**src/stc_consts.vh**
```
// stc_consts.vh: constants shared by the switch trigger control block
// assumes a 200 MHz system clock; definitions only
`ifndef STC_CONSTS_VH
`define STC_CONSTS_VH

`define STC_CLK_MHZ        200
// red periods in clk cycles: 500 ms and 1000 ms at 200 MHz
`define STC_RED_A_CYC      28'd100000000
`define STC_RED_B_CYC      28'd200000000
`define STC_SAT_NS         17'd1000
`define STC_MAX_PATHS      16
`define STC_TYPE_SINGLE    2'h0
`define STC_TYPE_TOGGLE    2'h1
`define STC_TYPE_SEQ       2'h2
`define STC_TYPE_ADDR      2'h3
`define STC_LED_OFF        2'h0
`define STC_LED_GREEN      2'h1
`define STC_LED_RED        2'h2
`define STC_ERR_CMD_REFUSE 8'h01

`endif

```
**src/stc_sync.v**
```verilog
// stc_sync.v: two-flop synchroniser plus rising edge pulse
// assumes the input is asynchronous to clk
`timescale 1ns/1ps
`default_nettype none
module stc_sync (
    input  wire clk,
    input  wire arst_n,
    input  wire din,
    output reg  rise_ff
);
    reg meta_ff;
    reg sync_ff;
    reg last_ff;
    always @(posedge clk or negedge arst_n) begin
        if (!arst_n) begin
            meta_ff <= 1'b0;
            sync_ff <= 1'b0;
            last_ff <= 1'b0;
            rise_ff <= 1'b0;
        end else begin
            meta_ff <= din;
            sync_ff <= meta_ff;
            last_ff <= sync_ff;
            rise_ff <= sync_ff & ~last_ff;
        end
    end
endmodule
`default_nettype wire

```
**src/stc_trigger.v**
```verilog
// stc_trigger.v: trigger arming, path stepping and indicators
// assumes pins evt_a/evt_b asynchronous; command strobes are on clk
// assumes configuration levels settle before an arm request
// outputs are registered; strobe answers follow one clk later
`timescale 1ns/1ps
`default_nettype none
`include "stc_consts.vh"
module stc_trigger (
    input  wire        clk,
    input  wire        arst_n,
    input  wire        evt_a,
    input  wire        evt_b,
    input  wire        arm_req,
    input  wire        disarm_req,
    input  wire        manual_trig,
    input  wire        remote_trig,
    input  wire        seq_reset_req,
    input  wire        rst_cmd,
    input  wire        preset_cmd,
    input  wire        cfg_cmd,
    input  wire        manual_switch_req,
    input  wire        virt_toggle_req,
    input  wire        virt_remote_set,
    input  wire        virt_remote_val,
    input  wire        date_edit_req,
    input  wire        lock_mode,
    input  wire        ui_limit,
    input  wire        license_ok,
    input  wire        secondary_ok,
    input  wire [1:0]  trig_type,
    input  wire [4:0]  cfg_paths,
    input  wire [15:0] path_trig_ok,
    input  wire [15:0] path_on_sat,
    input  wire [15:0] base_interval_ns,
    output reg         armed_indicator_flag,
    output reg  [1:0]  led_a_ff,
    output reg  [1:0]  led_b_ff,
    output reg  [31:0] evt_count_ff,
    output reg  [3:0]  path_idx_ff,
    output reg         path_switch_ff,
    output reg         arm_fail_ff,
    output reg         err_push_ff,
    output reg  [7:0]  err_code_ff,
    output reg         cmd_exec_ff,
    output reg         manual_switch_ok_ff,
    output reg         virt_mode_ff,
    output reg         date_edit_ok_ff,
    output reg  [16:0] min_interval_ns_ff,
    output reg  [31:0] max_freq_hz_ff
);
    localparam [27:0] RED_A_CYC = `STC_RED_A_CYC;
    localparam [27:0] RED_B_CYC = `STC_RED_B_CYC;

    wire a_rise;
    wire b_rise;
    stc_sync u_sync_a (.clk(clk), .arst_n(arst_n), .din(evt_a),
                       .rise_ff(a_rise));
    stc_sync u_sync_b (.clk(clk), .arst_n(arst_n), .din(evt_b),
                       .rise_ff(b_rise));

    reg        armed_ff;
    reg        toggle_ff;
    reg        first_ff;
    reg        skip_ff;
    reg [27:0] red_a_cnt_ff;
    reg [27:0] red_b_cnt_ff;

    // enough triggerable paths for the chosen type, capped at sixteen
    reg         enough;
    reg  [4:0]  need;
    wire [15:0] path_used;
    genvar      g;
    generate
        for (g = 0; g < `STC_MAX_PATHS; g = g + 1) begin : g_path
            // entries beyond cfg_paths hold stale settings; mask them
            assign path_used[g] = (cfg_paths > g);
        end
    endgenerate
    wire all_trig = &(path_trig_ok | ~path_used);
    wire any_sat  = |(path_on_sat & path_used);

    always @* begin
        case (trig_type)
            `STC_TYPE_SINGLE: need = 5'd1;
            `STC_TYPE_TOGGLE: need = 5'd2;
            default:          need = 5'd3;
        endcase
        enough = (cfg_paths >= need) && (cfg_paths <= 5'd16);
    end

    wire complete  = enough & all_trig & secondary_ok & license_ok;
    wire blocked   = lock_mode | ui_limit | virt_mode_ff;
    wire arm_ok    = arm_req & ~armed_ff & ~blocked & complete;
    wire kill      = rst_cmd | preset_cmd;
    wire is_addr   = (trig_type == `STC_TYPE_ADDR);
    // edge and remote trigger share one path, joined by manual trigger except in addressed mode
    wire trig_evt  = armed_ff & complete &
                     (a_rise | remote_trig |
                      (manual_trig & ~is_addr));
    wire seq_rst   = armed_ff & complete &
                     (trig_type == `STC_TYPE_SEQ) &
                     (b_rise | seq_reset_req);
    // sixteen paths give cfg_paths[3:0] of zero, so the last index is 4'hf
    wire [3:0] last_idx = cfg_paths[3:0] - 4'd1;

    always @(posedge clk or negedge arst_n) begin
        if (!arst_n) begin
            armed_ff             <= 1'b0;
            armed_indicator_flag <= 1'b0;
            toggle_ff            <= 1'b0;
            first_ff             <= 1'b0;
            skip_ff              <= 1'b0;
            evt_count_ff         <= 32'h0000_0000;
            path_idx_ff          <= 4'h0;
            path_switch_ff       <= 1'b0;
            arm_fail_ff          <= 1'b0;
            err_push_ff          <= 1'b0;
            err_code_ff          <= 8'h00;
            cmd_exec_ff          <= 1'b0;
        end else begin
            path_switch_ff <= 1'b0;
            // an arm request lost to a same-cycle disarm is dropped unflagged
            arm_fail_ff    <= arm_req & ~armed_ff & ~arm_ok;
            err_push_ff    <= cfg_cmd & armed_ff;
            // the code stays until the next refusal, so a late query sees it
            err_code_ff    <= (cfg_cmd & armed_ff) ?
                              `STC_ERR_CMD_REFUSE : err_code_ff;
            cmd_exec_ff    <= cfg_cmd & ~armed_ff;
            // priority: disarm and commands, arming, reset, then events
            if (kill || disarm_req) begin
                armed_ff             <= 1'b0;
                armed_indicator_flag <= 1'b0;
            end else if (arm_ok) begin
                armed_ff             <= 1'b1;
                armed_indicator_flag <= 1'b1;
                evt_count_ff         <= 32'h0000_0000;
                path_idx_ff          <= 4'h0;
                first_ff             <= 1'b1;
                toggle_ff            <= 1'b0;
                skip_ff              <= 1'b0;
            end else if (seq_rst) begin
                path_idx_ff <= 4'h0;
                // a reset before any event makes the next event switch no path; it is still counted
                skip_ff     <= first_ff;
                first_ff    <= 1'b1;
            end else if (trig_evt) begin
                evt_count_ff <= evt_count_ff + 32'h0000_0001;
                first_ff     <= 1'b0;
                skip_ff      <= 1'b0;
                case (trig_type)
                    `STC_TYPE_SINGLE: begin
                        path_idx_ff          <= 4'h0;
                        path_switch_ff       <= 1'b1;
                        armed_ff             <= 1'b0;
                        armed_indicator_flag <= 1'b0;
                    end
                    `STC_TYPE_TOGGLE: begin
                        // toggle_ff names the path that this event selects
                        path_idx_ff    <= {3'h0, toggle_ff};
                        toggle_ff      <= ~toggle_ff;
                        path_switch_ff <= 1'b1;
                    end
                    `STC_TYPE_SEQ: begin
                        if (!skip_ff) begin
                            path_switch_ff <= 1'b1;
                            if (first_ff)
                                path_idx_ff <= 4'h0;
                            else if (path_idx_ff == last_idx)
                                path_idx_ff <= 4'h0;
                            else
                                path_idx_ff <= path_idx_ff + 4'h1;
                        end
                    end
                    default: begin
                        // addressed: events counted, address decode is outside
                        path_switch_ff <= 1'b0;
                    end
                endcase
            end
        end
    end

    // indicator timers; a fresh event restarts the red period
    // counters are 28 bits wide: one second of red is 2e8 cycles
    always @(posedge clk or negedge arst_n) begin
        if (!arst_n) begin
            red_a_cnt_ff <= 28'h0;
            red_b_cnt_ff <= 28'h0;
            led_a_ff     <= `STC_LED_OFF;
            led_b_ff     <= `STC_LED_OFF;
        end else begin
            if (!armed_ff)
                red_a_cnt_ff <= 28'h0;
            else if (trig_evt)
                red_a_cnt_ff <= RED_A_CYC;
            else if (red_a_cnt_ff != 28'h0)
                red_a_cnt_ff <= red_a_cnt_ff - 28'h1;
            if (!armed_ff)
                red_b_cnt_ff <= 28'h0;
            else if (seq_rst)
                red_b_cnt_ff <= RED_B_CYC;
            else if (red_b_cnt_ff != 28'h0)
                red_b_cnt_ff <= red_b_cnt_ff - 28'h1;
            if (!armed_ff) begin
                led_a_ff <= `STC_LED_OFF;
                led_b_ff <= `STC_LED_OFF;
            end else begin
                led_a_ff <= (red_a_cnt_ff != 28'h0) ?
                            `STC_LED_RED : `STC_LED_GREEN;
                led_b_ff <= (red_b_cnt_ff != 28'h0) ?
                            `STC_LED_RED : `STC_LED_GREEN;
            end
        end
    end

    // local gates and virtual mode; remote setting still allowed
    always @(posedge clk or negedge arst_n) begin
        if (!arst_n) begin
            virt_mode_ff        <= 1'b0;
            manual_switch_ok_ff <= 1'b0;
            date_edit_ok_ff     <= 1'b0;
        end else begin
            manual_switch_ok_ff <= manual_switch_req & ~armed_ff;
            date_edit_ok_ff     <= date_edit_req & ~armed_ff;
            if (virt_remote_set)
                virt_mode_ff <= virt_remote_val;
            else if (virt_toggle_req && !armed_ff && !lock_mode)
                virt_mode_ff <= ~virt_mode_ff;
        end
    end

    // interval reporting; the divider is iterative to save area,
    // so frequency settles up to 61 cycles after the interval changes
    wire [16:0] intv = {1'b0, base_interval_ns} +
                       (any_sat ? `STC_SAT_NS : 17'd0);
    reg  [5:0]  div_step_ff;
    reg  [29:0] rem_ff;
    reg  [29:0] quo_ff;
    reg  [16:0] dvs_ff;
    wire [29:0] trial = {rem_ff[28:0], 1'b0};
    localparam [29:0] ONE_S_NS = 30'd1000000000;
    always @(posedge clk or negedge arst_n) begin
        if (!arst_n) begin
            min_interval_ns_ff <= 17'h0;
            max_freq_hz_ff     <= 32'h0;
            div_step_ff        <= 6'h0;
            rem_ff             <= 30'h0;
            quo_ff             <= 30'h0;
            dvs_ff             <= 17'h0;
        end else begin
            min_interval_ns_ff <= intv;
            if (div_step_ff == 6'h0) begin
                dvs_ff      <= (intv == 17'h0) ? 17'h1 : intv;
                rem_ff      <= 30'h0;
                quo_ff      <= ONE_S_NS;
                div_step_ff <= 6'd30;
            end else begin
                // shift one dividend bit in per cycle
                if ((trial | {29'h0, quo_ff[29]}) >= {13'h0, dvs_ff}) begin
                    rem_ff <= (trial | {29'h0, quo_ff[29]}) -
                              {13'h0, dvs_ff};
                    quo_ff <= {quo_ff[28:0], 1'b1};
                end else begin
                    rem_ff <= trial | {29'h0, quo_ff[29]};
                    quo_ff <= {quo_ff[28:0], 1'b0};
                end
                div_step_ff <= div_step_ff - 6'h1;
                if (div_step_ff == 6'h1)
                    max_freq_hz_ff <= {2'h0, quo_ff[28:0],
                        ((trial | {29'h0, quo_ff[29]}) >=
                         {13'h0, dvs_ff})};
            end
        end
    end
endmodule
`default_nettype wire

```
**config.mk**
```make
export PLATFORM = sky130hd
export DESIGN_NAME = stc_trigger
export DESIGN_NICKNAME = d
export VERILOG_FILES = /design/src/stc_sync.v /design/src/stc_trigger.v
export VERILOG_INCLUDE_DIRS = /design/src
export SDC_FILE = /design/constraint.sdc
export NUM_CORES = 1
export LEC_CHECK = 0
export BUFFER_PORTS_ARGS = -buffer_cell sky130_fd_sc_hd__buf_2
export CORE_MARGIN = 1
export CORE_UTILIZATION = 55
export DETAILED_ROUTE_END_ITERATION = 6
export GPL_TIMING_DRIVEN = 0
export PLACE_DENSITY = 0.78
export SYNTH_ARGS = -nofsm -noshare
export SYNTH_HDL_FRONTEND = slang
export SYNTH_SLANG_ARGS = --single-unit
```
**constraint.sdc**
```tcl
create_clock -name clk -period 5.4 [get_ports clk]
set_clock_uncertainty 0.2 [all_clocks]
set_input_delay 0.27 -clock clk [delete_from_list [all_inputs] [get_ports clk]]
set_output_delay 0.27 -clock clk [all_outputs]
set_load 0.02 [all_outputs]
```
==> flow_metrics.tcl, run 1 <==
set metrics [dict create \
    crit_type "primary input to flip-flop" \
    placedCellCount 1765 \
    pin_count 181 \
    grt_use_total 0.269 \
    die_y_microns 154 \
    grt_max_degree 98 \
    gp_congestion 0.943 \
    synth_flop_cell "dfrtp_1" \
    grt_pass1_vias 10600 \
    hold_viol_final 0 \
    ir_worst_vdd_uv 326 \
    path_clk_slew_ns 0.07 \
    synth_edf_count 0 \
    rr_startpoint "quo_ff[29]" \
    status "finished, final reports clean" \
    fin_nets 1655 \
    path_cells "buf_2, buf_2, inv_1, ha_1, o21ba_2, nor3_1, nand3b_1, o2111ai_1, nor4_1, nand3_1, ha_1, nand3_1, a211oi_1, xor2_1, or4_1, nor3_1, nand3b_1, o31ai_1, dlygate4sd3_1" \
    crit_start "cfg_paths[1]" \
    route.detailed.drc 0 \
    antenna_cells 0 \
    cp-end-kind "flip-flop" \
    firstDrtPassIters 6 \
    port_buffers 171 \
    ys_ff_latch 245 \
    start_kind "primary input" \
    area_growth_pct 20.3 \
    die_area_sq_um 23700 \
    avgSynthCellArea_sq_um 9.79 \
    synthCells 1299 \
    synth_top_cell_area_share 0.482 \
    viasPerCell 5.85 \
    maxSlewViolCount 0 \
    relSlewSlack 0.278 \
    antenna_found_initial 0 \
    postRouteAntennaNets 0 \
    vias 10800 \
    crit_slowest_cell "dlygate4sd3_1" \
    ys_seq_area_frac 0.482 \
    worstPathMaxFanout 10 \
    yosysTopAreaCell "dfrtp_1" \
    whs_ns 0.0285 \
    root_buffer "clkbuf_16" \
    start_util 0.562 \
    cts_buffers 27 \
    routedWlPerCell_microns 17.3 \
    clkLatencyLatePin_ns 0.54 \
    chipWidth_microns 154 \
    ys_warn_count 0 \
    drive_above_1_share 0.189 \
    hold_class "primary input to flip-flop" \
    synth_area_leaders "dfrtp_1 (48%), ha_1 (4.2%), nand2_1 (3.6%), nor2_1 (3.1%), mux2_2 (2.9%)" \
    critPathBufInv 4 \
    cellPowerDensity_nw_per_um2 341 \
    hold_start "ui_limit" \
    crit_family "simple AND/OR/NAND/NOR gates" \
    setup-violations-final 0 \
    grt_pass1_wl_microns 52100 \
    fmax_mhz 214 \
    ys_types 79 \
    p_leak_nw 6.94 \
    worstPathRequired_ns 5.68 \
    clkSinkCount 245 \
    totalWireLength_microns 31800 \
    drt_iter0_drc 768 \
    total_power_mw 5.22 \
    tritoncts "built" \
    gr-total-overflow 0 \
    fin_setup_tns_ns 0 \
    worst_pin_slew_ns 1.07 \
    period_share 0.864 \
    syn_area_sq_um 12700 \
    fin_crit_ns 4.66 \
    hpwl_microns 22000 \
    critical_path.max_stage_delay_ns 0.58 \
    async_flop_share 1.00 \
    rsz0062_at_grt "no" \
    finalNonFillerCells 1840 \
    cts_buffer_depth 3 \
    coreArea_sq_um 22600 \
    arrival_ns 4.94 \
    h-tree-depth 1 \
    num_rows 55 \
    maxCapViolCount 0 \
]
kinds of logic (layout without fill, tap and decap cells):
family / after synthesis / in the layout / synth area share
simple gates: 541 / 541 / 0.222
flops: 245 / 245 / 0.482
compound gates: 212 / 212 / 0.108
buf+inv: 116 / 364 / 0.0384
xor+xnor: 81 / 81 / 0.0563
mux: 59 / 59 / 0.0497
fa+ha+maj: 44 / 44 / 0.0439
other cells: 1 / 9 / 0.000295
per-stage QoR:
step / area, sq um / util / setup slack, ns
after floorplan: 12800 / - / 1.69
after global routing: 15300 / 0.676 / 0.337
after CTS: 15300 / 0.676 / 0.824
final: 15300 / 0.676 / 0.737
after detailed placement: 14000 / 0.620 / 0.857
after global placement: 14000 / 0.617 / -0.455
what timing repair did:
item                                   in CTS  in global routing
hold buffers                               26                  0
setup buffers                               0                  0
resized for setup                           0                  0
endpoints found under the hold margin     181                  0
tightest hold or removal path, stage by stage:
cell,delay [ns]
buf_2,0.08
nor4_1,0.12
a41oi_1,0.18
a311oi_1,0.06
placed cells by master (no fill, tap or decap), types with 18 or more instances in the layout:
| cell type | instances |
|---|---|
| mux2_2 | 33 |
| mux2i_1 | 26 |
| xor2_1 | 41 |
| clkbuf_16 | 27 |
| a21oi_1 | 46 |
| nand2_1 | 122 |
| nand3_1 | 32 |
| nand4_1 | 27 |
| nand2b_1 | 45 |
| clkbuf_1 | 36 |
| dfrtp_1 | 245 |
| nor2_1 | 106 |
| or3_1 | 18 |
| ha_1 | 43 |
| nor3_1 | 57 |
| dlygate4sd3_1 | 26 |
| o21ai_0 | 60 |
| buf_2 | 180 |
| nor4_1 | 28 |
| inv_1 | 51 |
| xnor2_1 | 39 |
| and2_1 | 21 |
cell usage after synthesis, types with 11 or more instances:
master and count:
a211oi_1 14, a21oi_1 46, a31oi_1 11, and2_1 21, clkbuf_1 36, dfrtp_1 245, ha_1 43, inv_1 51
mux2_2 33, mux2i_1 26, nand2_1 122, nand2b_1 45, nand3_1 32, nand4_1 27, nor2_1 106, nor2b_1 13
nor3_1 57, nor4_1 28, o21ai_0 60, or3_1 18, or4_1 15, xnor2_1 39, xor2_1 41
area by class of cell:
cell class,instances,area [sq um]
inverter,52,195
fill,1786,7330
timing repair buffer,199,1180
clock inverter,18,284
multi-input combinational,946,6130
tap,285,357
clock buffer,31,731
buffer,64,294
sequential,245,6130
sequential cells by signal, indices dropped and copies added, names as in the netlist, 17 cells and up:
register,flops
evt_count_ff,32
rem_ff,29
quo_ff,30
dvs_ff,17
min_interval_ns_ff,17
max_freq_hz_ff,30
red_a_cnt_ff,28
red_b_cnt_ff,28
worst paths after layout:
| check | slack, ns | endpoint | cells after the start |
|---|---|---|---|
| worst max-delay path | 0.74 | dvs_ff[0] | 19 |
| min in group asynchronous | 0.07 | red_b_cnt_ff[1] | 2 |
| max in group asynchronous | 3.72 | min_interval_ns_ff[3] | 4 |
| worst max register to register | 1.81 | rem_ff[1] | 12 |
| worst min-delay path | 0.03 | armed_ff | 4 |
| worst min register to register | 0.16 | u_sync_a.sync_ff | 0 |
per-layer routing:
layer  wire length, microns  share of wire  global-route usage  vias to the layer above
li1                       -              -                   -                     5053
met3                   1770          0.056              0.0397                       88
met4                   1160          0.036               0.112                        0
met1                  13800           0.43               0.360                     5256
met5                      0              0                   0                        -
met2                  15100           0.47               0.440                      367
power breakdown:
group	switching (mW)	internal (mW)	total [mW]
Clock	0.780	1.31	2.09
Combinational	0.600	0.450	1.05
Sequential	0.0965	1.98	2.08
Total	1.48	3.74	5.22
Power figures use the tool's default switching activity.
==> run 2: changes to the inputs <==
Settings changed: HOLD_SLACK_MARGIN set to 0.08, MAX_ROUTING_LAYER set to met4.
==> run 2 against run 1 <==
Global-route usage rose by 0.93 points. Critical path depth rose by 2. Worst hold slack improved by 0.13 ns. Clock power fell by 2%. Sequential cell count did not move. Die area did not move. Core utilization rose by 0.43 points. Setup slack got worse by 0.49 ns. Critical endpoint unchanged. Sequential power barely moved. Maximum frequency fell by 9.6%. Critical path type unchanged. Final cell count rose by 0.71%.
==> flow_metrics.tcl, run 2 (synthesized netlist as in run 1, its figures left out) <==
set metrics [dict create \
    status "finished, final reports clean" \
    regMostFlops "evt_count_ff" \
    hold_class "primary input to flip-flop" \
    grt_use_total 0.279 \
    cts_buffer_depth 3 \
    antenna_cells 0 \
    p_leak_nw 6.99 \
    largest_reg_flops 32 \
    maxSlewViolCount 0 \
    worst_pin_slew_ns 1.14 \
    route.detailed.drc 0 \
    top_regs "evt_count_ff (32), max_freq_hz_ff (30), quo_ff (30)" \
    use_met2 0.460 \
    mostFrequentLayoutCells "dfrtp_1 (245), buf_2 (180), nand2_1 (122)" \
    reg2reg_slack_ns 1.52 \
    hpwl_microns 21800 \
    cts_buffers 27 \
    fin_setup_tns_ns 0 \
    grt_pass1_wl_microns 52200 \
    clkLatencyLatePin_ns 0.55 \
    use_met3 0.0378 \
    start_util 0.562 \
    worstPathRequired_ns 5.68 \
    coreArea_sq_um 22600 \
    clkSinkCount 245 \
    hold_viol_final 0 \
    grt_max_degree 126 \
    gp_congestion 0.908 \
    port_buffers 171 \
    die_y_microns 154 \
    firstDrtPassIters 6 \
    grt_pass1_vias 10600 \
    hold_end "path_idx_ff[1]" \
    cellPowerDensity_nw_per_um2 336 \
    hold_start "preset_cmd" \
    fmax_mhz 194 \
    rsz0062_at_grt "no" \
    r2r_end "dvs_ff[0]" \
    h-tree-depth 1 \
    die_area_sq_um 23700 \
    fin_nets 1667 \
    start_kind "primary input" \
    whs_ns 0.154 \
    min_delay_path_depth 5 \
    final_common_cell "dfrtp_1" \
    viasPerCell 5.80 \
    worstPathMaxFanout 10 \
    tritoncts "built" \
    antenna_found_initial 0 \
    vias 10800 \
    postRouteAntennaNets 0 \
    ir_worst_vdd_uv 375 \
    pin_count 181 \
    num_rows 55 \
    fin_crit_ns 5.16 \
    gr-total-overflow 0 \
    rr_startpoint "div_step_ff[2]" \
    chipWidth_microns 154 \
    relSlewSlack 0.234 \
    period_share 0.955 \
    path_clk_slew_ns 0.07 \
    grt_most_used_layer "met2" \
    drive_above_1_share 0.188 \
    maxCapViolCount 0 \
    root_buffer "clkbuf_16" \
    drt_iter0_drc 819 \
    totalWireLength_microns 31900 \
    routedWlPerCell_microns 17.2 \
    use_met1 0.350 \
    setup-violations-final 0 \
    arrival_ns 5.44 \
    crit_type "primary input to flip-flop" \
    cp-end-kind "flip-flop" \
    area_growth_pct 21.1 \
    r2r_cells 10 \
]
==> run 2: repair_timing <==
action | CTS | global route
resized for setup | 0 | 2
setup buffers | 0 | 1
endpoints found under the setup margin | 0 | 1
hold buffers | 38 | 0
endpoints found under the hold margin | 162 | 0
==> run 2: metal layers <==
layer / wire [microns] / part of all wire
met5: 0 / 0
met4: 1180 / 0.037
met3: 1630 / 0.051
met2: 15300 / 0.48
met1: 13800 / 0.43
==> run 2: through the flow <==
stage | worst slack, ns | utilization | power (mW) | instances | instance area, sq um
global route | 0.0256 | 0.680 | 5.41 | 1853 | 15400
finish | 0.243 | 0.680 | 5.18 | 1853 | 15400
global placement | -0.439 | 0.617 | 3.08 | 1763 | 14000
floorplan | 1.69 | - | 2.83 | 1307 | 12800
detailed placement | 0.827 | 0.619 | 3.11 | 1764 | 14000
CTS | 0.308 | 0.680 | 5.20 | 1852 | 15400
==> run 2: worst max-delay path by stage <==
stage,slack [ns],from,endpoint,cells past startpoint
after CTS,0.31,cfg_paths[1],dvs_ff[0],21
after detailed placement,0.83,cfg_paths[1],dvs_ff[0],19
after floorplan,1.69,cfg_paths[1],dvs_ff[0],18
after global placement,-0.44,arst_n,dvs_ff[4],1
after global routing,0.03,cfg_paths[1],dvs_ff[0],21
final,0.24,cfg_paths[1],dvs_ff[0],21
==> run 2: report_power, final <==
group | leakage [nW] | switching, mW | internal [mW]
registers | 3.03 | 0.0974 | 1.98
logic | 3.47 | 0.602 | 0.453
clock network | 0.488 | 0.780 | 1.26
total | 6.99 | 1.48 | 3.70
==> run 2: worst max-delay path: stages <==
cell and delay, ns:
buf_2 0.14, buf_2 0.20, inv_1 0.16, ha_1 0.16, o21ba_2 0.20, nand2b_1 0.16
a21oi_1 0.20, o2111ai_1 0.18, nor4_2 0.23, nand3_1 0.12, buf_4 0.18, ha_1 0.35
nor2_1 0.06, a211oi_1 0.36, xor2_1 0.20, or4_1 0.58, nor3_1 0.19, nand3b_1 0.11
dlygate4sd3_1 0.59, o31ai_1 0.19, dlygate4sd3_1 0.58
==> run 2: layout make-up <==
class	count	area (sq um)
Fill cell	1733	7240
Multi-Input combinational cell	946	6140
Sequential cell	245	6130
Timing Repair Buffer	211	1280
Clock buffer	37	783
Tap cell	285	357
Buffer	64	294
Clock inverter	13	218
Inverter	52	195
